==> src/design/bsl_pkg.sv <==
/*
  bsl_pkg: shared constants, types and helpers for the bit-serial
  handshake link (word width, timing, state codes, padding alignment).
  assumes a 125 MHz system clock at both ends.
*/
package bsl_pkg;

  localparam int WORD_W        = 16;
  localparam int CNT_W         = $clog2(WORD_W + 1);
  localparam int TIMER_W       = 12;
  localparam int CLK_PERIOD_NS = 8;

  // minimum times, in ns as printed
  localparam int BIT_GAP_NS    = 10000;
  localparam int MEM_GAP_NS    = 4000;
  localparam int DEV_LOW_NS    = 1000;
  localparam int HOST_LOW_NS   = 50;
  localparam int DIST_LOW_NS   = 1000;

  // least times round up to whole cycles
  function automatic int ns_up(input int ns);
    return (ns + CLK_PERIOD_NS - 1) / CLK_PERIOD_NS;
  endfunction

  localparam int BIT_GAP_CYC   = ns_up(BIT_GAP_NS);
  localparam int MEM_GAP_CYC   = ns_up(MEM_GAP_NS);
  localparam int DEV_LOW_CYC   = ns_up(DEV_LOW_NS);
  localparam int HOST_LOW_CYC  = ns_up(HOST_LOW_NS);
  localparam int DIST_LOW_CYC  = ns_up(DIST_LOW_NS);

  localparam logic [WORD_W-1:0] PAD_WORD = 16'h8000;
  localparam logic [WORD_W-1:0] LSB_ONE  = 16'h0001;
  localparam logic [CNT_W-1:0]  CNT_FULL = CNT_W'(WORD_W);
  localparam logic [CNT_W-1:0]  CNT_LAST = CNT_W'(WORD_W - 1);

  typedef enum logic [1:0] {
    RX_WAIT  = 2'b00,
    RX_STORE = 2'b01,
    RX_HOLD  = 2'b10
  } bsl_rx_state_type;

  typedef enum logic [1:0] {
    TX_FETCH = 2'b00,
    TX_AVAIL = 2'b01,
    TX_GAP   = 2'b10
  } bsl_tx_state_type;

  // move n received bits to the top of the word, optionally followed by a one
  function automatic logic [WORD_W-1:0] align(input logic [WORD_W-1:0] sh,
                                               input logic [CNT_W-1:0]  n,
                                               input logic              one);
    logic [WORD_W-1:0] w;
    w = sh << (CNT_FULL - n);
    if (one && n < CNT_FULL)
      w = w | (LSB_ONE << (CNT_LAST - n));
    return w;
  endfunction

endpackage

==> src/design/bsl_link_if.sv <==
/*
  bsl_link_if: the wires between the device end and the host end.
  assumes both ends run on clocks of their own; every wire is a plain level.
*/
`timescale 1ns/100ps
interface bsl_link_if;
  // device to host direction
  logic out_data;
  logic out_strobe;
  logic end_of_message_out;
  logic out_request;
  // host to device direction
  logic in_data;
  logic in_strobe;
  logic end_of_message_in;
  logic in_request;

  modport device (
    output out_data, out_strobe, end_of_message_out, in_request,
    input  out_request, in_data, in_strobe, end_of_message_in
  );

  modport host (
    input  out_data, out_strobe, end_of_message_out, in_request,
    output out_request, in_data, in_strobe, end_of_message_in
  );
endinterface // bsl_link_if

==> src/design/bsl_device.sv <==
/*
  bsl_device: device end of the link, one sending and one receiving
  section, each with its own 16-bit shift register and paced gaps.
  assumes link inputs may change at any time; they are synchronised here.
*/
// Functional notes
// - words go out high-order bit first, unmarked
// - bit moves only when available and requested
// - no fixed rate; either side may stall
// - on request fall: drop available, shift, reload
// - on strobe rise: capture bit, drop request
// - receiver raises request again when able
// - sender counts bits; receiver stores word first
// - four-way receiver waits for strobe low
// - sender drops strobe once request falls
// - two-way receiver holds request low briefly
// - host request low 50 ns or 1 us
// - fresh-bit flag set only by strobe rise
// - device request low at least 1 us
// - sender waits 10 us after each bit
// - request back up 10 us after strobe
// - word fetch or store adds 4 us
// - host keeps its own per-bit available flag
// - gaps adjustable; default 10 us per bit
// - host flags last bit with end_of_message_in
// - input pads one then zeros to fill
// - end_of_message_out with last padding bit
// - host fills final word with zeros
// - two independent 16-bit sections, full duplex
`timescale 1ns/100ps
module bsl_device #(
  parameter int BIT_GAP_CYC = bsl_pkg::BIT_GAP_CYC,
  parameter int MEM_GAP_CYC = bsl_pkg::MEM_GAP_CYC,
  parameter int DEV_LOW_CYC = bsl_pkg::DEV_LOW_CYC
) (
  // clock and reset
  input  wire logic                       clk,
  input  wire logic                       sys_rst,
  // link
  bsl_link_if.device                      link,
  // mode
  input  wire logic                       four_way,
  // words to send
  input  wire logic [bsl_pkg::WORD_W-1:0] tx_word,
  input  wire logic                       tx_last,
  input  wire logic                       tx_valid,
  output logic                            tx_ready,
  // words received
  output logic [bsl_pkg::WORD_W-1:0]      rx_word,
  output logic                            rx_last,
  output logic                            rx_valid,
  input  wire logic                       rx_ready
);

  localparam int HOLD_CYC = BIT_GAP_CYC > DEV_LOW_CYC ? BIT_GAP_CYC : DEV_LOW_CYC;
  localparam logic [bsl_pkg::TIMER_W-1:0] T_HOLD = bsl_pkg::TIMER_W'(HOLD_CYC);
  localparam logic [bsl_pkg::TIMER_W-1:0] T_HMEM = bsl_pkg::TIMER_W'(HOLD_CYC + MEM_GAP_CYC);
  localparam logic [bsl_pkg::TIMER_W-1:0] T_GAP  = bsl_pkg::TIMER_W'(BIT_GAP_CYC);
  localparam logic [bsl_pkg::TIMER_W-1:0] T_GMEM = bsl_pkg::TIMER_W'(BIT_GAP_CYC + MEM_GAP_CYC);

  ////////////////////////////////////////////////////////////////////////////
  // input synchronisers: {request, strobe, data, eom}

  logic [3:0] meta;
  logic [3:0] sync;
  logic [3:0] prev;

  always_ff @(posedge clk) begin
    meta <= {link.out_request, link.in_strobe, link.in_data, link.end_of_message_in};
    sync <= meta;
    prev <= sync;
  end

  wire s_req   = sync[3];
  wire p_req   = prev[3];
  wire s_strb  = sync[2];
  wire p_strb  = prev[2];
  wire s_data  = sync[1];
  wire s_eom   = sync[0];
  // data and eom are stable well before the strobe, so equal latency is safe
  wire req_fall  = p_req & ~s_req;
  wire strb_rise = s_strb & ~p_strb;

  ////////////////////////////////////////////////////////////////////////////
  // sending section

  bsl_pkg::bsl_tx_state_type      tx_state;
  logic [bsl_pkg::WORD_W-1:0]     tx_sh;
  logic [bsl_pkg::CNT_W-1:0]      tx_cnt;
  logic [bsl_pkg::TIMER_W-1:0]    tx_tmr;
  logic                           tx_lastw;
  logic                           tx_avail;
  logic                           tx_sent;
  logic                           tx_eom;

  assign tx_ready                = tx_state == bsl_pkg::TX_FETCH;
  assign link.out_strobe         = tx_avail & s_req;
  assign link.out_data           = tx_sh[bsl_pkg::WORD_W-1];
  assign link.end_of_message_out = tx_eom;

  wire tx_taken    = tx_state == bsl_pkg::TX_AVAIL && tx_sent && req_fall;
  wire tx_word_end = tx_cnt == bsl_pkg::CNT_LAST;

  always_ff @(posedge clk) begin
    if (sys_rst) begin
      tx_state <= bsl_pkg::TX_FETCH;
      tx_sh    <= '0;
      tx_cnt   <= '0;
      tx_tmr   <= '0;
      tx_lastw <= 1'b0;
      tx_avail <= 1'b0;
      tx_sent  <= 1'b0;
      tx_eom   <= 1'b0;
    end else begin
      unique case (tx_state)
        bsl_pkg::TX_FETCH: begin
          if (tx_valid) begin
            tx_sh    <= tx_word;
            tx_lastw <= tx_last;
            tx_cnt   <= '0;
            tx_avail <= 1'b1;
            tx_sent  <= 1'b0;
            tx_state <= bsl_pkg::TX_AVAIL;
          end
        end
        bsl_pkg::TX_AVAIL: begin
          if (link.out_strobe)
            tx_sent <= 1'b1;
          if (tx_taken) begin
            tx_avail <= 1'b0;
            tx_sent  <= 1'b0;
            tx_sh    <= tx_sh << 1;
            tx_cnt   <= tx_cnt + 1'b1;
            tx_eom   <= tx_lastw && tx_cnt == bsl_pkg::CNT_W'(bsl_pkg::WORD_W - 2);
            tx_tmr   <= tx_word_end ? T_GMEM : T_GAP;
            tx_state <= bsl_pkg::TX_GAP;
          end
        end
        bsl_pkg::TX_GAP: begin
          if (tx_tmr != '0) begin
            tx_tmr <= tx_tmr - 1'b1;
          end else if (tx_cnt == bsl_pkg::CNT_FULL) begin
            tx_state <= bsl_pkg::TX_FETCH;
          end else begin
            tx_avail <= 1'b1;
            tx_state <= bsl_pkg::TX_AVAIL;
          end
        end
        default: tx_state <= bsl_pkg::TX_FETCH;
      endcase
    end
  end

  ////////////////////////////////////////////////////////////////////////////
  // receiving section

  bsl_pkg::bsl_rx_state_type      rx_state;
  logic [bsl_pkg::WORD_W-1:0]     rx_sh;
  logic [bsl_pkg::CNT_W-1:0]      rx_cnt;
  logic [bsl_pkg::TIMER_W-1:0]    rx_tmr;
  logic [bsl_pkg::WORD_W-1:0]     st_word;
  logic                           st_last;
  logic                           st_pad;
  logic                           fresh_bit_seen;
  logic                           buf_in_ready;

  assign link.in_request = rx_state == bsl_pkg::RX_WAIT;

  wire                           rx_take = link.in_request & fresh_bit_seen;
  wire [bsl_pkg::WORD_W-1:0]     nsh     = {rx_sh[bsl_pkg::WORD_W-2:0], s_data};
  wire [bsl_pkg::CNT_W-1:0]      ncnt    = rx_cnt + 1'b1;
  wire                           nfull   = ncnt == bsl_pkg::CNT_FULL;
  wire                           push    = rx_state == bsl_pkg::RX_STORE && buf_in_ready;

  // stale strobe after a short low request is never a new bit
  always_ff @(posedge clk) begin
    if (sys_rst)
      fresh_bit_seen <= 1'b0;
    else if (strb_rise)
      fresh_bit_seen <= 1'b1;
    else if (rx_take)
      fresh_bit_seen <= 1'b0;
  end

  always_ff @(posedge clk) begin
    if (sys_rst) begin
      rx_state <= bsl_pkg::RX_WAIT;
      rx_sh    <= '0;
      rx_cnt   <= '0;
      rx_tmr   <= '0;
      st_word  <= '0;
      st_last  <= 1'b0;
      st_pad   <= 1'b0;
    end else begin
      unique case (rx_state)
        bsl_pkg::RX_WAIT: begin
          if (rx_take) begin
            rx_sh  <= nsh;
            rx_cnt <= nfull ? '0 : ncnt;
            if (s_eom) begin
              st_word  <= nfull ? nsh : bsl_pkg::align(nsh, ncnt, 1'b1);
              st_last  <= ~nfull;
              st_pad   <= nfull;
              rx_cnt   <= '0;
              rx_tmr   <= T_HMEM;
              rx_state <= bsl_pkg::RX_STORE;
            end else if (nfull) begin
              st_word  <= nsh;
              st_last  <= 1'b0;
              rx_tmr   <= T_HMEM;
              rx_state <= bsl_pkg::RX_STORE;
            end else begin
              rx_tmr   <= T_HOLD;
              rx_state <= bsl_pkg::RX_HOLD;
            end
          end
        end
        bsl_pkg::RX_STORE: begin
          if (rx_tmr != '0)
            rx_tmr <= rx_tmr - 1'b1;
          if (push) begin
            if (st_pad) begin
              st_word <= bsl_pkg::PAD_WORD;
              st_last <= 1'b1;
              st_pad  <= 1'b0;
            end else begin
              rx_state <= bsl_pkg::RX_HOLD;
            end
          end
        end
        bsl_pkg::RX_HOLD: begin
          if (rx_tmr != '0)
            rx_tmr <= rx_tmr - 1'b1;
          else if (!four_way || !s_strb)
            rx_state <= bsl_pkg::RX_WAIT;
        end
        default: rx_state <= bsl_pkg::RX_WAIT;
      endcase
    end
  end

  ////////////////////////////////////////////////////////////////////////////
  // two-entry word buffer; a full buffer stalls the next word in store, which holds the request low

  logic [bsl_pkg::WORD_W:0] buf_mem [2];
  logic                     buf_wp;
  logic                     buf_rp;
  logic [1:0]               buf_cnt;

  wire pop = rx_valid & rx_ready;

  assign buf_in_ready = buf_cnt != 2'h2;
  assign rx_valid     = buf_cnt != 2'h0;
  assign rx_word      = buf_mem[buf_rp][bsl_pkg::WORD_W-1:0];
  assign rx_last      = buf_mem[buf_rp][bsl_pkg::WORD_W];

  always_ff @(posedge clk) begin
    if (push)
      buf_mem[buf_wp] <= {st_last, st_word};
  end

  always_ff @(posedge clk) begin
    if (sys_rst) begin
      buf_wp  <= 1'b0;
      buf_rp  <= 1'b0;
      buf_cnt <= 2'h0;
    end else begin
      buf_wp  <= buf_wp ^ push;
      buf_rp  <= buf_rp ^ pop;
      buf_cnt <= buf_cnt + {1'b0, push} - {1'b0, pop};
    end
  end

endmodule // bsl_device

==> src/flat_wrapper.sv <==
// flat-port wrapper written by rule: the top's interface ports become plain ports
module bsl_device_flat 
#(
  parameter int BIT_GAP_CYC = bsl_pkg::BIT_GAP_CYC,
  parameter int MEM_GAP_CYC = bsl_pkg::MEM_GAP_CYC,
  parameter int DEV_LOW_CYC = bsl_pkg::DEV_LOW_CYC
)
  (clk, sys_rst, four_way, tx_word, tx_last, tx_valid, tx_ready, rx_word, rx_last, rx_valid, rx_ready, link_out_data, link_out_strobe, link_end_of_message_out, link_in_request, link_out_request, link_in_data, link_in_strobe, link_end_of_message_in);
  bsl_link_if link_i ();
  input  wire logic clk;
  input  wire logic sys_rst;
  input  wire logic four_way;
  input  wire logic [bsl_pkg::WORD_W-1:0] tx_word;
  input  wire logic tx_last;
  input  wire logic tx_valid;
  output logic tx_ready;
  output logic [bsl_pkg::WORD_W-1:0] rx_word;
  output logic rx_last;
  output logic rx_valid;
  input  wire logic rx_ready;
  output wire logic [$bits(link_i.out_data)-1:0] link_out_data;
  output wire logic [$bits(link_i.out_strobe)-1:0] link_out_strobe;
  output wire logic [$bits(link_i.end_of_message_out)-1:0] link_end_of_message_out;
  output wire logic [$bits(link_i.in_request)-1:0] link_in_request;
  input wire logic [$bits(link_i.out_request)-1:0] link_out_request;
  input wire logic [$bits(link_i.in_data)-1:0] link_in_data;
  input wire logic [$bits(link_i.in_strobe)-1:0] link_in_strobe;
  input wire logic [$bits(link_i.end_of_message_in)-1:0] link_end_of_message_in;
  assign link_out_data = link_i.out_data;
  assign link_out_strobe = link_i.out_strobe;
  assign link_end_of_message_out = link_i.end_of_message_out;
  assign link_in_request = link_i.in_request;
  assign link_i.out_request = link_out_request;
  assign link_i.in_data = link_in_data;
  assign link_i.in_strobe = link_in_strobe;
  assign link_i.end_of_message_in = link_end_of_message_in;
  bsl_device #(.BIT_GAP_CYC(BIT_GAP_CYC), .MEM_GAP_CYC(MEM_GAP_CYC), .DEV_LOW_CYC(DEV_LOW_CYC)) u_core (.clk(clk), .sys_rst(sys_rst), .link(link_i), .four_way(four_way), .tx_word(tx_word), .tx_last(tx_last), .tx_valid(tx_valid), .tx_ready(tx_ready), .rx_word(rx_word), .rx_last(rx_last), .rx_valid(rx_valid), .rx_ready(rx_ready));
endmodule
==> config.mk <==
export PLATFORM = sky130hd
export DESIGN_NAME = bsl_device_flat
export DESIGN_NICKNAME = d
export VERILOG_FILES = /design/src/design/bsl_pkg.sv /design/src/design/bsl_link_if.sv /design/src/design/bsl_device.sv /design/src/flat_wrapper.sv
export SDC_FILE = /design/constraint.sdc
export NUM_CORES = 1
export LEC_CHECK = 0
export BUFFER_PORTS_ARGS = -buffer_cell sky130_fd_sc_hd__clkbuf_2
export CAP_MARGIN = 20
export CORE_MARGIN = 5
export CORE_UTILIZATION = 60
export CTS_BUF_LIST = sky130_fd_sc_hd__clkbuf_4 sky130_fd_sc_hd__clkbuf_8
export DETAILED_ROUTE_END_ITERATION = 8
export GPL_TIMING_DRIVEN = 0
export PLACE_DENSITY = 0.83
export SYNTH_ARGS = -nofsm -noshare
export SYNTH_HDL_FRONTEND = slang
export SYNTH_SLANG_ARGS = --single-unit
export TNS_END_PERCENT = 5
==> constraint.sdc <==
create_clock -name clk -period 4.25 [get_ports clk]
set_clock_uncertainty 0.05 [all_clocks]
set_input_delay 0.2125 -clock clk [delete_from_list [all_inputs] [get_ports clk]]
set_output_delay 0.2125 -clock clk [all_outputs]
set_load 0.03 [all_outputs]
==> metrics.txt, run 1 <==
# TYPE chip_impl_metric gauge
chip_impl_info{name="run_status",value="completed"} 1
chip_impl_metric{name="rows",unit=""} 39
chip_impl_metric{name="syn_inst",unit=""} 746
chip_impl_metric{name="grt_usage",unit=""} 0.2417
chip_impl_metric{name="pin_count",unit=""} 49
chip_impl_metric{name="finalSetupViolCount",unit=""} 0
chip_impl_metric{name="avgViaCountPerCell",unit=""} 6.006
chip_impl_metric{name="required",unit="ns"} 4.54
chip_impl_metric{name="wl",unit="um"} 16790
chip_impl_metric{name="hold_viol_final",unit=""} 0
chip_impl_metric{name="post-cts-setup-buffers",unit=""} 0
chip_impl_metric{name="wl_per_cell",unit="um"} 17.24
chip_impl_metric{name="layout.nets",unit=""} 868
chip_impl_metric{name="synth_nets",unit=""} 796
chip_impl_metric{name="period_minus_slack",unit="ns"} 3.433
chip_impl_info{name="path_class",value="flop to flop"} 1
chip_impl_metric{name="cts-htree-levels",unit=""} 4
chip_impl_info{name="setup_repair_after_global_routing_missed_its_margin",value="no"} 1
chip_impl_metric{name="yosys_warnings",unit=""} 0
chip_impl_metric{name="drt_first_iter_violations",unit=""} 731
chip_impl_info{name="ctsRootBufferMaster",value="sky130_fd_sc_hd__clkbuf_8"} 1
chip_impl_metric{name="gr-total-overflow",unit=""} 0
chip_impl_metric{name="yosysSeqAreaShare",unit=""} 0.4540
chip_impl_metric{name="clock_insertion_delay_worst_skew",unit="ns"} 0.45
chip_impl_metric{name="io_buffers",unit=""} 47
chip_impl_info{name="ys.flop_type",value="sky130_fd_sc_hd__dfxtp_1"} 1
chip_impl_metric{name="initial_core_util",unit=""} 0.6089
chip_impl_metric{name="max_clock_freq",unit="GHz"} 0.2913
chip_impl_metric{name="detail_route.first_pass.iterations",unit=""} 4
chip_impl_metric{name="maxSlewHeadroom",unit=""} 0.4535
chip_impl_metric{name="power_leakage",unit="nW"} 3.016
chip_impl_metric{name="asyncSetResetFlopFracSynth",unit=""} 0
chip_impl_info{name="tritoncts_clock_tree",value="done"} 1
chip_impl_metric{name="slew_violations",unit=""} 0
chip_impl_metric{name="die_width",unit="um"} 117.4
chip_impl_info{name="worst_hold_path_type",value="input pin to flop"} 1
chip_impl_metric{name="n_fill_cell",unit=""} 890
chip_impl_metric{name="cellPowerDensity",unit="nW/um2"} 500.3
chip_impl_metric{name="chipHeight",unit="um"} 117.4
chip_impl_metric{name="final_core_util",unit=""} 0.6863
chip_impl_metric{name="grt_pass1_vias",unit=""} 5460
chip_impl_metric{name="detail-route-antenna-nets",unit=""} 0
chip_impl_metric{name="clock_transition_time_at_the_flip_flop_clock_pins_of_the_worst_setup_and_hold_paths",unit="ns"} 0.08
chip_impl_metric{name="cts_buffer_depth",unit=""} 2
chip_impl_metric{name="peakVddDrop",unit="mV"} 0.4876
chip_impl_metric{name="flow.area_growth_from_synthesis",unit="%"} 12.71
chip_impl_metric{name="finalSetupTns",unit="ns"} 0
chip_impl_metric{name="grt_antenna_before_repair",unit=""} 0
chip_impl_metric{name="synth.lib_cells_used.distinct",unit=""} 71
chip_impl_metric{name="grt_max_degree",unit=""} 18
chip_impl_metric{name="critical_path_peak_fanout",unit=""} 9
chip_impl_metric{name="gp_congestion",unit=""} 0.9829
chip_impl_info{name="crit_path_end_kind",value="flop"} 1
chip_impl_metric{name="total_power",unit="mW"} 3.903
chip_impl_metric{name="die_area",unit="um2"} 13790
chip_impl_metric{name="first_pass_grt_wire_length",unit="um"} 27460
chip_impl_metric{name="worst_slew_pin_slew",unit="ns"} 0.8159
chip_impl_metric{name="total_drc_errors_in_the_routed_layout",unit=""} 0
chip_impl_metric{name="arrival",unit="ns"} 3.72
chip_impl_metric{name="layout_worst_path_cycle_share",unit=""} 0.8078
chip_impl_metric{name="diodes",unit=""} 0
chip_impl_metric{name="post_synth_edffs",unit=""} 34
chip_impl_metric{name="synth.cell_area",unit="um2"} 6923
chip_impl_metric{name="post_route_cells_drive_above_1_share",unit=""} 0.1649
chip_impl_metric{name="detailroute.via_count",unit=""} 5850
chip_impl_metric{name="yosys_register_bits",unit=""} 140
chip_impl_metric{name="fp.coreArea",unit="um2"} 11370
chip_impl_metric{name="cts_made_buffers",unit=""} 17
chip_impl_metric{name="clock-sinks",unit=""} 140
chip_impl_metric{name="max_capacitance_violation_count",unit=""} 0
chip_impl_info{name="setup.worst_path.start_class",value="flop"} 1
chip_impl_metric{name="post-dp-hpwl",unit="um"} 12460
chip_impl_metric{name="postSynthAreaPerCell",unit="um2"} 9.280
flip-flops by register name, summed over array words and instances, names as in the netlist, 4 cells and up:
signal	count
u_core.sync	4
u_core.buf_mem	34
u_core.tx_tmr	12
u_core.tx_cnt	5
u_core.tx_sh	16
u_core.rx_tmr	12
u_core.st_word	16
u_core.rx_sh	15
u_core.rx_cnt	5
u_core.meta	4
synthesized netlist by cell type (21+ instances only):
| cell type | n | area (um2) |
|---|---|---|
| sky130_fd_sc_hd__edfxtp_1 | 34 | 1021 |
| sky130_fd_sc_hd__o21ai_0 | 36 | 180.2 |
| sky130_fd_sc_hd__dfxtp_1 | 106 | 2122 |
| sky130_fd_sc_hd__clkbuf_1 | 24 | 90.09 |
| sky130_fd_sc_hd__a21oi_1 | 58 | 290.3 |
| sky130_fd_sc_hd__nand2_1 | 86 | 322.8 |
| sky130_fd_sc_hd__mux2_2 | 28 | 315.3 |
| sky130_fd_sc_hd__mux2i_1 | 28 | 280.3 |
| sky130_fd_sc_hd__nor2_1 | 69 | 259.0 |
| sky130_fd_sc_hd__inv_1 | 23 | 86.33 |
| sky130_fd_sc_hd__nand3_1 | 21 | 105.1 |
| sky130_fd_sc_hd__ha_1 | 24 | 300.3 |
placed cells by master, fill, tap and decap left out, drive strengths merged, types with 21 or more instances in the layout:
| master | netlist | routed |
|---|---|---|
| a21oi | 58 | 58 |
| clkbuf | 24 | 88 |
| dfxtp | 106 | 106 |
| edfxtp | 34 | 34 |
| ha | 24 | 24 |
| inv | 24 | 27 |
| mux2 | 28 | 28 |
| mux2i | 28 | 28 |
| nand2 | 87 | 87 |
| nand3 | 21 | 21 |
| nor2 | 70 | 70 |
| o21ai | 44 | 44 |
kinds of logic after synthesis:
logic type	Yosys count	share of synthesized area
simple gates	263	0.1854
xor+xnor	23	0.02910
mux	57	0.08928
fa+ha+maj	24	0.04338
buf+inv	63	0.03850
compound gates	176	0.1603
flops	140	0.4540
per-layer routing:
metal	vias up	share of wire	global-route usage
met5	-	0	0
met4	0	0.027	0.09572
met3	43	0.069	0.06449
met2	195	0.47	0.3695
met1	2791	0.44	0.3262
li1	2821	-	-
cell type report:
type / instances / area [um2] / area share
Sequential cell: 140 / 3143 / 0.4028
Timing Repair Buffer: 53 / 295.3 / 0.03784
Inverter: 24 / 90.09 / 0.01155
Tap cell: 143 / 178.9 / 0.02293
Multi-Input combinational cell: 543 / 3513 / 0.4503
Clock inverter: 15 / 171.4 / 0.02197
Buffer: 39 / 176.4 / 0.02261
Clock buffer: 17 / 234.0 / 0.02999
worst max-delay path, cell delays in order (launching register included):
cell	delay, ns
sky130_fd_sc_hd__dfxtp_1	0.46
sky130_fd_sc_hd__ha_1	0.39
sky130_fd_sc_hd__ha_1	0.31
sky130_fd_sc_hd__buf_4	0.18
sky130_fd_sc_hd__nand3_1	0.11
sky130_fd_sc_hd__inv_1	0.05
sky130_fd_sc_hd__ha_1	0.25
sky130_fd_sc_hd__nor2_2	0.40
sky130_fd_sc_hd__and2_1	0.24
sky130_fd_sc_hd__or3_1	0.12
sky130_fd_sc_hd__clkbuf_1	0.25
sky130_fd_sc_hd__nor3_1	0.11
sky130_fd_sc_hd__nor2b_1	0.16
sky130_fd_sc_hd__a221o_1	0.25
path summary, 6_finish.rpt:
path	end	startpoint	slack (ns)	depth (start not counted)
max	u_core.st_word[15]	u_core.rx_cnt[0]	0.82	13
min reg2reg	u_core.sync[0]	u_core.meta[0]	0.28	0
min	u_core.tx_lastw	tx_valid	0.03	3
max reg2reg	u_core.st_word[15]	u_core.rx_cnt[0]	0.82	13
report_power, final:
group | internal [mW] | switching, mW | leakage, nW | total (mW)
clock | 0.579 | 0.513 | 0.200 | 1.09
sequential | 1.51 | 0.102 | 1.19 | 1.61
combinational | 0.447 | 0.756 | 1.63 | 1.20
total | 2.53 | 1.37 | 3.02 | 3.90
per-stage QoR:
step | hold WS [ns] | setup WS, ns | std cells | cell area (um2)
floorplan | 0.1902 | 1.419 | 746 | 6923
global placement | 0.2627 | 0.9625 | 936 | 7337
detailed placement | 0.2621 | 0.9021 | 936 | 7337
CTS | 0.01301 | 0.8878 | 974 | 7802
global route | 0.02357 | 0.5615 | 974 | 7802
finish | 0.03242 | 0.8168 | 974 | 7802
repair_timing:
item / in CTS / in global routing
gates resized for setup: 0 / 0
hold endpoints to repair: 6 / 0
endpoints found under the setup margin: 0 / 0
hold buffers: 6 / 0
Power figures use the tool's default switching activity.
==> inputs of run 2 (changes only) <==
- ABC_AREA: unset -> 1
- CORE_UTILIZATION: 60 -> 57
- clock period: 4.25 -> 2.93 ns (I/O delays scaled with it)
==> run 2 against run 1 <==
Compared with the run above: synthesized cell count up 27%; first-iteration DRC count rose by 14%; design area grew 5.5%; routed wire length increased by 10%; critical path depth stayed put; sequential cell count stayed put; clock-buffer cell count did not move; via count is 15% higher; sequential share of layout area shrank 2.1 points; hold slack gained 0.052 ns; critical endpoint is now u_core.st_word[7]; largest cell class unchanged.
==> metrics.txt, run 2 <==
# TYPE chip_impl_metric gauge
chip_impl_info{name="run_status",value="completed"} 1
chip_impl_metric{name="post_route_cells_drive_above_1_share",unit=""} 0.1295
chip_impl_metric{name="layout_worst_path_cycle_share",unit=""} 0.9425
chip_impl_metric{name="m1WireLength",unit="um"} 8073
chip_impl_metric{name="drt_first_iter_violations",unit=""} 835
chip_impl_info{name="tritoncts_clock_tree",value="done"} 1
chip_impl_metric{name="synth_nets",unit=""} 995
chip_impl_metric{name="io_buffers",unit=""} 48
chip_impl_metric{name="synth.cell_area",unit="um2"} 7084
chip_impl_metric{name="peakVddDrop",unit="mV"} 0.7021
chip_impl_info{name="synth_largest_area_cell",value="sky130_fd_sc_hd__dfxtp_1"} 1
chip_impl_metric{name="diodes",unit=""} 0
chip_impl_metric{name="multiplexer_share_of_the_synthesized_area",unit=""} 0
chip_impl_metric{name="final_core_util",unit=""} 0.6798
chip_impl_metric{name="power_leakage",unit="nW"} 3.470
chip_impl_metric{name="detailroute.wirelength.met2",unit="um"} 8674
chip_impl_info{name="yosysMostFrequentCell",value="sky130_fd_sc_hd__nand2_1"} 1
chip_impl_metric{name="cts_buffer_depth",unit=""} 2
chip_impl_info{name="synth_top_family_by_area",value="simple AND/OR/NAND/NOR gates"} 1
chip_impl_metric{name="synth.lib_cells_used.distinct",unit=""} 41
chip_impl_metric{name="worst_hold_slack",unit="ns"} 0.08424
chip_impl_metric{name="rows",unit=""} 40
chip_impl_metric{name="arrival",unit="ns"} 3.04
chip_impl_info{name="registers.top_by_ff_count",value="u_core.buf_mem"} 1
chip_impl_metric{name="wl_per_cell",unit="um"} 15.21
chip_impl_metric{name="detailroute.via_count",unit=""} 6701
chip_impl_info{name="final_common_cell",value="sky130_fd_sc_hd__nand2_1"} 1
chip_impl_metric{name="multi_input_comb_area",unit="um2"} 3437
chip_impl_metric{name="cts_made_buffers",unit=""} 17
chip_impl_metric{name="max_clock_freq",unit="GHz"} 0.3621
chip_impl_metric{name="clock-sinks",unit=""} 140
chip_impl_info{name="top_post_synthesis_cells_by_area",value="sky130_fd_sc_hd__dfxtp_1, sky130_fd_sc_hd__edfxtp_1, sky130_fd_sc_hd__nand2_1"} 1
chip_impl_info{name="crit_path_end_kind",value="flop"} 1
chip_impl_metric{name="yosys.area_share.xor_xnor",unit=""} 0.01731
chip_impl_metric{name="largest_register_ff_count",unit=""} 34
chip_impl_metric{name="total_drc_errors_in_the_routed_layout",unit=""} 0
chip_impl_info{name="ys.flop_type",value="sky130_fd_sc_hd__dfxtp_1"} 1
chip_impl_metric{name="wl",unit="um"} 18520
chip_impl_metric{name="clock_transition_time_at_the_flip_flop_clock_pins_of_the_worst_setup_and_hold_paths",unit="ns"} 0.08
chip_impl_metric{name="slew_violations",unit=""} 0
chip_impl_metric{name="ff2ff_path_depth",unit=""} 13
chip_impl_metric{name="chipHeight",unit="um"} 121.5
chip_impl_metric{name="grt_antenna_before_repair",unit=""} 0
chip_impl_metric{name="grt_max_degree",unit=""} 18
chip_impl_metric{name="post-dp-hpwl",unit="um"} 12470
chip_impl_metric{name="adder_cell_area_share_of_the_yosys_netlist",unit=""} 0.04239
chip_impl_info{name="setup_repair_after_global_routing_missed_its_margin",value="no"} 1
chip_impl_metric{name="synth_compound_area_frac",unit=""} 0.1494
chip_impl_metric{name="post-cts-setup-buffers",unit=""} 0
chip_impl_metric{name="max_capacitance_violation_count",unit=""} 0
chip_impl_metric{name="cts-htree-levels",unit=""} 4
chip_impl_metric{name="die_area",unit="um2"} 14760
chip_impl_metric{name="yosysSeqAreaShare",unit=""} 0.4437
chip_impl_metric{name="pin_count",unit=""} 49
chip_impl_metric{name="final_design_area_no_fill",unit="um2"} 8233
chip_impl_metric{name="synthSimpleGateAreaFrac",unit=""} 0.2730
chip_impl_info{name="top_layer_used",value="met4"} 1
chip_impl_metric{name="first_pass_grt_wire_length",unit="um"} 30070
chip_impl_metric{name="initial_core_util",unit=""} 0.5849
chip_impl_metric{name="detail_route.first_pass.iterations",unit=""} 6
chip_impl_info{name="setup.worst_path.start_class",value="flop"} 1
chip_impl_metric{name="post-synth-top-area-fraction",unit=""} 0.2995
chip_impl_metric{name="grt_usage",unit=""} 0.2588
chip_impl_metric{name="finalSetupTns",unit="ns"} 0
chip_impl_metric{name="fp.coreArea",unit="um2"} 12110
chip_impl_metric{name="n_fill_cell",unit=""} 1006
chip_impl_metric{name="clock_insertion_delay_worst_skew",unit="ns"} 0.46
chip_impl_metric{name="required",unit="ns"} 3.21
chip_impl_metric{name="avgViaCountPerCell",unit=""} 5.502
chip_impl_metric{name="place_area",unit="um2"} 7535
chip_impl_metric{name="finalSetupViolCount",unit=""} 0
chip_impl_metric{name="hold_viol_final",unit=""} 0
chip_impl_info{name="worst_hold_path_type",value="input pin to flop"} 1
chip_impl_metric{name="worst_slew_pin_slew",unit="ns"} 0.7904
chip_impl_metric{name="asyncSetResetFlopFracSynth",unit=""} 0
chip_impl_metric{name="postSynthAreaPerCell",unit="um2"} 7.497
chip_impl_metric{name="yosys_warnings",unit=""} 0
chip_impl_info{name="path_class",value="flop to flop"} 1
chip_impl_metric{name="register_area",unit="um2"} 3146
chip_impl_metric{name="critical_path_peak_fanout",unit=""} 10
chip_impl_metric{name="die_width",unit="um"} 121.5
chip_impl_metric{name="period_minus_slack",unit="ns"} 2.761
chip_impl_metric{name="layout.nets",unit=""} 1087
chip_impl_metric{name="gp_congestion",unit=""} 0.9659
chip_impl_metric{name="routed-wl-met3",unit="um"} 1349
chip_impl_metric{name="yosys_register_bits",unit=""} 140
chip_impl_metric{name="grt_pass1_vias",unit=""} 6242
chip_impl_info{name="most-common-layout-cells",value="sky130_fd_sc_hd__nand2_1, sky130_fd_sc_hd__dfxtp_1, sky130_fd_sc_hd__a21oi_1"} 1
chip_impl_info{name="synth_top_cells_by_count",value="sky130_fd_sc_hd__nand2_1, sky130_fd_sc_hd__dfxtp_1, sky130_fd_sc_hd__a21oi_1"} 1
chip_impl_metric{name="post_synth_edffs",unit=""} 34
chip_impl_metric{name="hold_depth",unit=""} 5
chip_impl_metric{name="flow.area_growth_from_synthesis",unit="%"} 16.21
chip_impl_metric{name="gr-total-overflow",unit=""} 0
chip_impl_metric{name="cellPowerDensity",unit="nW/um2"} 800.6
chip_impl_metric{name="maxSlewHeadroom",unit=""} 0.4731
chip_impl_metric{name="syn_inst",unit=""} 945
chip_impl_info{name="layout_top_registers",value="u_core.buf_mem x34, u_core.st_word x16, u_core.tx_sh x16"} 1
chip_impl_info{name="ctsRootBufferMaster",value="sky130_fd_sc_hd__clkbuf_8"} 1
chip_impl_metric{name="detail-route-antenna-nets",unit=""} 0
-- run 2: final timing paths --
path                    start                 to  slack [ns]
max          u_core.rx_cnt[1]  u_core.st_word[7]        0.17
min                  tx_valid     u_core.tx_sent        0.08
max reg2reg  u_core.rx_cnt[1]  u_core.st_word[7]        0.17
min reg2reg    u_core.meta[0]     u_core.sync[0]        0.28
-- run 2: logic make-up after synthesis --
| group | after synthesis |
|---|---|
| AND/OR/NAND/NOR | 447 |
| XOR/XNOR | 14 |
| flip-flops | 140 |
| buffers and inverters | 122 |
| adder cells (fa/ha/maj) | 24 |
| AO/OA/AOI/OAI | 198 |
-- run 2: cell type report --
class,instances,area share
repair buffers,72,0.05836
repair inverters,1,0.0006079
clock buffers,17,0.02842
well taps,168,0.02553
multi-input cells,683,0.4175
inverters,86,0.04027
flip-flops and latches,140,0.3821
clock inverters,15,0.02295
plain buffers,36,0.02432
-- run 2: timing repair --
action / CTS / global route
hold buffers: 24 / 0
endpoints found under the setup margin: 11 / 15
pin swaps: 0 / 1
gates resized for setup: 3 / 7
endpoints found under the hold margin: 24 / 0
cloned: 0 / 1
-- run 2: power by group --
group	switching, mW	total [mW]	internal [mW]
Combinational	1.63	2.39	0.770
Sequential	0.190	2.54	2.35
Clock	0.801	1.66	0.858
-- run 2: per-stage QoR --
stage / cells / worst slack (ns) / power (mW)
after floorplan: 945 / 0.4542 / 4.295
after global routing: 1218 / 0.01987 / 7.016
after CTS: 1217 / 0.001097 / 6.580
final: 1218 / 0.1686 / 6.592
after detailed placement: 1161 / -0.08452 / 4.890
after global placement: 1161 / -0.08629 / 4.832
-- run 2: critical path, cell delays in order (launching register included) --
cell	delay [ns]
sky130_fd_sc_hd__dfxtp_2	0.39
sky130_fd_sc_hd__ha_2	0.26
sky130_fd_sc_hd__ha_1	0.27
sky130_fd_sc_hd__buf_4	0.18
sky130_fd_sc_hd__nand3_1	0.11
sky130_fd_sc_hd__inv_1	0.05
sky130_fd_sc_hd__ha_2	0.21
sky130_fd_sc_hd__nor2_4	0.24
sky130_fd_sc_hd__clkinvlp_4	0.19
sky130_fd_sc_hd__clkbuf_2	0.22
sky130_fd_sc_hd__a21oi_1	0.20
sky130_fd_sc_hd__o21ai_1	0.11
sky130_fd_sc_hd__nand2_1	0.09
sky130_fd_sc_hd__a21oi_1	0.06
-- run 2: layer usage --
layer	global-route usage	vias to the layer above
met5	0	-
met1	0.3463	3054
li1	-	3330
met3	0.05641	40
met2	0.4059	277
met4	0.1071	0
==> inputs of run 3 (changes only) <==
- BUFFER_PORTS_ARGS: -buffer_cell sky130_fd_sc_hd__clkbuf_2 -> unset
- CORE_UTILIZATION: 57 -> 60
- DONT_BUFFER_PORTS: unset -> 1
==> run 3 against run 2 <==
Compared with the run above: critical path type unchanged; highest routed layer unchanged; register-to-register slack worse by 0.07 ns; combinational power decreased by 6%; utilization grew 0.72 points.
==> metrics.txt, run 3 (synthesized netlist as in run 2, its figures left out) <==
# TYPE chip_impl_metric gauge
chip_impl_metric{name="post_route_cells_drive_above_1_share",unit=""} 0.08483
chip_impl_info{name="setup_repair_after_global_routing_missed_its_margin",value="no"} 1
chip_impl_metric{name="fin_cells",unit=""} 1145
chip_impl_info{name="r2r_start",value="u_core.rx_cnt[0]"} 1
chip_impl_metric{name="ff2ff_path_depth",unit=""} 13
chip_impl_metric{name="total_drc_errors_in_the_routed_layout",unit=""} 0
chip_impl_metric{name="diodes",unit=""} 0
chip_impl_metric{name="drt_first_iter_violations",unit=""} 770
chip_impl_metric{name="hold_viol_final",unit=""} 0
chip_impl_metric{name="flow.area_growth_from_synthesis",unit="%"} 11.67
chip_impl_metric{name="die_width",unit="um"} 118.7
chip_impl_metric{name="rows",unit=""} 39
chip_impl_metric{name="arrival",unit="ns"} 3.09
chip_impl_info{name="r2r-end",value="u_core.st_word[7]"} 1
chip_impl_info{name="registers.top_by_ff_count",value="u_core.buf_mem"} 1
chip_impl_metric{name="fp.coreArea",unit="um2"} 11520
chip_impl_metric{name="required",unit="ns"} 3.19
chip_impl_metric{name="initial_core_util",unit=""} 0.6152
chip_impl_info{name="setup.worst_path.start_class",value="flop"} 1
chip_impl_metric{name="layout.nets",unit=""} 1039
chip_impl_metric{name="grt_antenna_before_repair",unit=""} 0
chip_impl_metric{name="maxSlewHeadroom",unit=""} 0.4456
chip_impl_metric{name="cts-htree-levels",unit=""} 4
chip_impl_metric{name="ff2ff_setup_slack",unit="ns"} 0.09
chip_impl_metric{name="gr-total-overflow",unit=""} 0
chip_impl_metric{name="register_area",unit="um2"} 3146
chip_impl_metric{name="finalSetupViolCount",unit=""} 0
chip_impl_info{name="cpMaxStageDelayCell",value="sky130_fd_sc_hd__dfxtp_2"} 1
chip_impl_metric{name="grt_pass1_vias",unit=""} 5969
chip_impl_info{name="worst_setup_path_startpoint",value="u_core.rx_cnt[0]"} 1
chip_impl_info{name="crit_path_end_kind",value="flop"} 1
chip_impl_metric{name="first_pass_grt_wire_length",unit="um"} 28580
chip_impl_metric{name="critical_path.max_stage_delay",unit="ns"} 0.40
chip_impl_info{name="layout_top_registers",value="u_core.buf_mem x34, u_core.st_word x16, u_core.tx_sh x16"} 1
chip_impl_metric{name="detail_route.first_pass.iterations",unit=""} 7
chip_impl_metric{name="post-place-cells",unit=""} 1088
chip_impl_metric{name="wl_per_cell",unit="um"} 15.29
chip_impl_info{name="most-common-layout-cells",value="sky130_fd_sc_hd__nand2_1, sky130_fd_sc_hd__dfxtp_1, sky130_fd_sc_hd__a21oi_1"} 1
chip_impl_metric{name="clock_insertion_delay_worst_skew",unit="ns"} 0.45
chip_impl_metric{name="cts_buffer_depth",unit=""} 2
chip_impl_metric{name="cts_made_buffers",unit=""} 17
chip_impl_metric{name="detail-route-antenna-nets",unit=""} 0
chip_impl_metric{name="largest_register_ff_count",unit=""} 34
chip_impl_metric{name="avgViaCountPerCell",unit=""} 5.705
chip_impl_metric{name="multi_input_comb_area",unit="um2"} 3418
chip_impl_info{name="tritoncts_clock_tree",value="done"} 1
chip_impl_metric{name="grt_max_degree",unit=""} 18
chip_impl_metric{name="grt_usage",unit=""} 0.2482
chip_impl_metric{name="post-dp-hpwl",unit="um"} 12340
chip_impl_info{name="run_status",value="completed"} 1
chip_impl_metric{name="chipHeight",unit="um"} 118.7
chip_impl_metric{name="slew_violations",unit=""} 0
chip_impl_info{name="worstPathCellList",value="ha_2 -> ha_1 -> buf_4 -> nand3_1 -> inv_1 -> ha_1 -> nor2_4 -> clkinvlp_4 -> clkbuf_2 -> a21oi_1 -> o21ai_1 -> nand2_1 -> a21oi_1"} 1
chip_impl_metric{name="detailroute.via_count",unit=""} 6532
chip_impl_info{name="path_class",value="flop to flop"} 1
chip_impl_metric{name="clock-sinks",unit=""} 140
chip_impl_metric{name="peakVddDrop",unit="mV"} 0.4413
chip_impl_metric{name="die_area",unit="um2"} 14080
chip_impl_metric{name="final_design_area_no_fill",unit="um2"} 7911
chip_impl_metric{name="worst_slew_pin_slew",unit="ns"} 0.8316
chip_impl_metric{name="max_capacitance_violation_count",unit=""} 0
chip_impl_info{name="crit_end",value="u_core.st_word[7]"} 1
chip_impl_metric{name="cellPowerDensity",unit="nW/um2"} 799.6
chip_impl_metric{name="critical_path_peak_fanout",unit=""} 10
chip_impl_metric{name="n_fill_cell",unit=""} 970
chip_impl_metric{name="power_leakage",unit="nW"} 3.264
chip_impl_metric{name="gp_congestion",unit=""} 0.9927
chip_impl_metric{name="clock_transition_time_at_the_flip_flop_clock_pins_of_the_worst_setup_and_hold_paths",unit="ns"} 0.08
chip_impl_metric{name="place_area",unit="um2"} 7263
chip_impl_metric{name="layout_worst_path_cycle_share",unit=""} 0.9678
chip_impl_metric{name="final_core_util",unit=""} 0.6870
chip_impl_metric{name="wl",unit="um"} 17510
chip_impl_metric{name="io_buffers",unit=""} 0
chip_impl_info{name="hp-start",value="tx_valid"} 1
chip_impl_metric{name="max_clock_freq",unit="GHz"} 0.3526
chip_impl_info{name="final_common_cell",value="sky130_fd_sc_hd__nand2_1"} 1
chip_impl_info{name="worst_hold_path_type",value="input pin to flop"} 1
chip_impl_metric{name="pin_count",unit=""} 49
chip_impl_metric{name="post-cts-setup-buffers",unit=""} 0
chip_impl_info{name="ctsRootBufferMaster",value="sky130_fd_sc_hd__clkbuf_8"} 1
chip_impl_metric{name="period_minus_slack",unit="ns"} 2.836
[run 3: changes by cell type in the layout (fill, tap and decap cells not counted), moves of 2 or more]
cell                       before  now
sky130_fd_sc_hd__clkinv_2       1    4
sky130_fd_sc_hd__clkbuf_2      50    2
sky130_fd_sc_hd__clkinv_4       3    0
sky130_fd_sc_hd__inv_8          2    0
sky130_fd_sc_hd__inv_6          4    1
sky130_fd_sc_hd__clkbuf_4       0    6
[run 3: stage by stage]
| stage | power (mW) | hold slack, ns | setup TNS (ns) | setup WS, ns |
|---|---|---|---|---|
| 2_1_floorplan | 4.295 | 0.1242 | 0 | 0.4542 |
| 3_3_place_gp | 4.709 | 0.1243 | -0.002500 | -0.002500 |
| 3_5_place_dp | 4.761 | 0.1243 | -0.007516 | -0.007516 |
| 4_1_cts | 6.319 | 0.007050 | 0 | 0.007812 |
| 5_1_grt | 6.732 | 0.07534 | 0 | 0.003840 |
| 6_report | 6.326 | 0.07481 | 0 | 0.09420 |
[run 3: worst max-delay path, delay by kind of cell, from the launching register on]
kind,cells,cell delay [ns]
compound gates,3,0.34
fa+ha+maj,3,0.77
buf+inv,4,0.69
flops,1,0.40
simple gates,3,0.45
[run 3: layout make-up]
type                       count  area share
clock buffer                  24     0.03701
buffer                        36     0.02530
tap                          143     0.02262
inverter                      86     0.04191
multi-input combinational    683      0.4321
timing repair buffer          25     0.03163
clock inverter                 8     0.01186
sequential                   140      0.3976
[run 3: per-layer routing]
layer,up-vias,routed length [um],part of all wire,global-route usage
met5,-,0,0,0
met4,0,387,0.022,0.1021
met2,261,7962,0.45,0.3808
met3,40,1262,0.072,0.05635
li1,3233,-,-,-
met1,2998,7900,0.45,0.3399
[run 3: where the power goes]
group | leakage [nW] | internal [mW] | switching [mW]
combinational | 1.87 | 0.677 | 1.58
clock | 0.206 | 0.829 | 0.707
sequential | 1.19 | 2.35 | 0.189
total | 3.26 | 3.85 | 2.47
[run 3: worst min path at each step]
stage | slack (ns) | cells after the start | to
after floorplan | 0.12 | 0 | u_core.meta[0]
after global placement | 0.12 | 0 | u_core.meta[2]
after detailed placement | 0.12 | 0 | u_core.meta[1]
after CTS | 0.007 | 3 | u_core.tx_cnt[2]
after global routing | 0.08 | 3 | u_core.tx_cnt[2]
final | 0.07 | 3 | u_core.tx_cnt[2]
[run 3: timing repair]
item,in CTS,in global routing
pin swaps,0,0
setup endpoints to repair,1,15
gates resized for setup,1,7
hold endpoints to repair,25,0
hold buffers,25,0
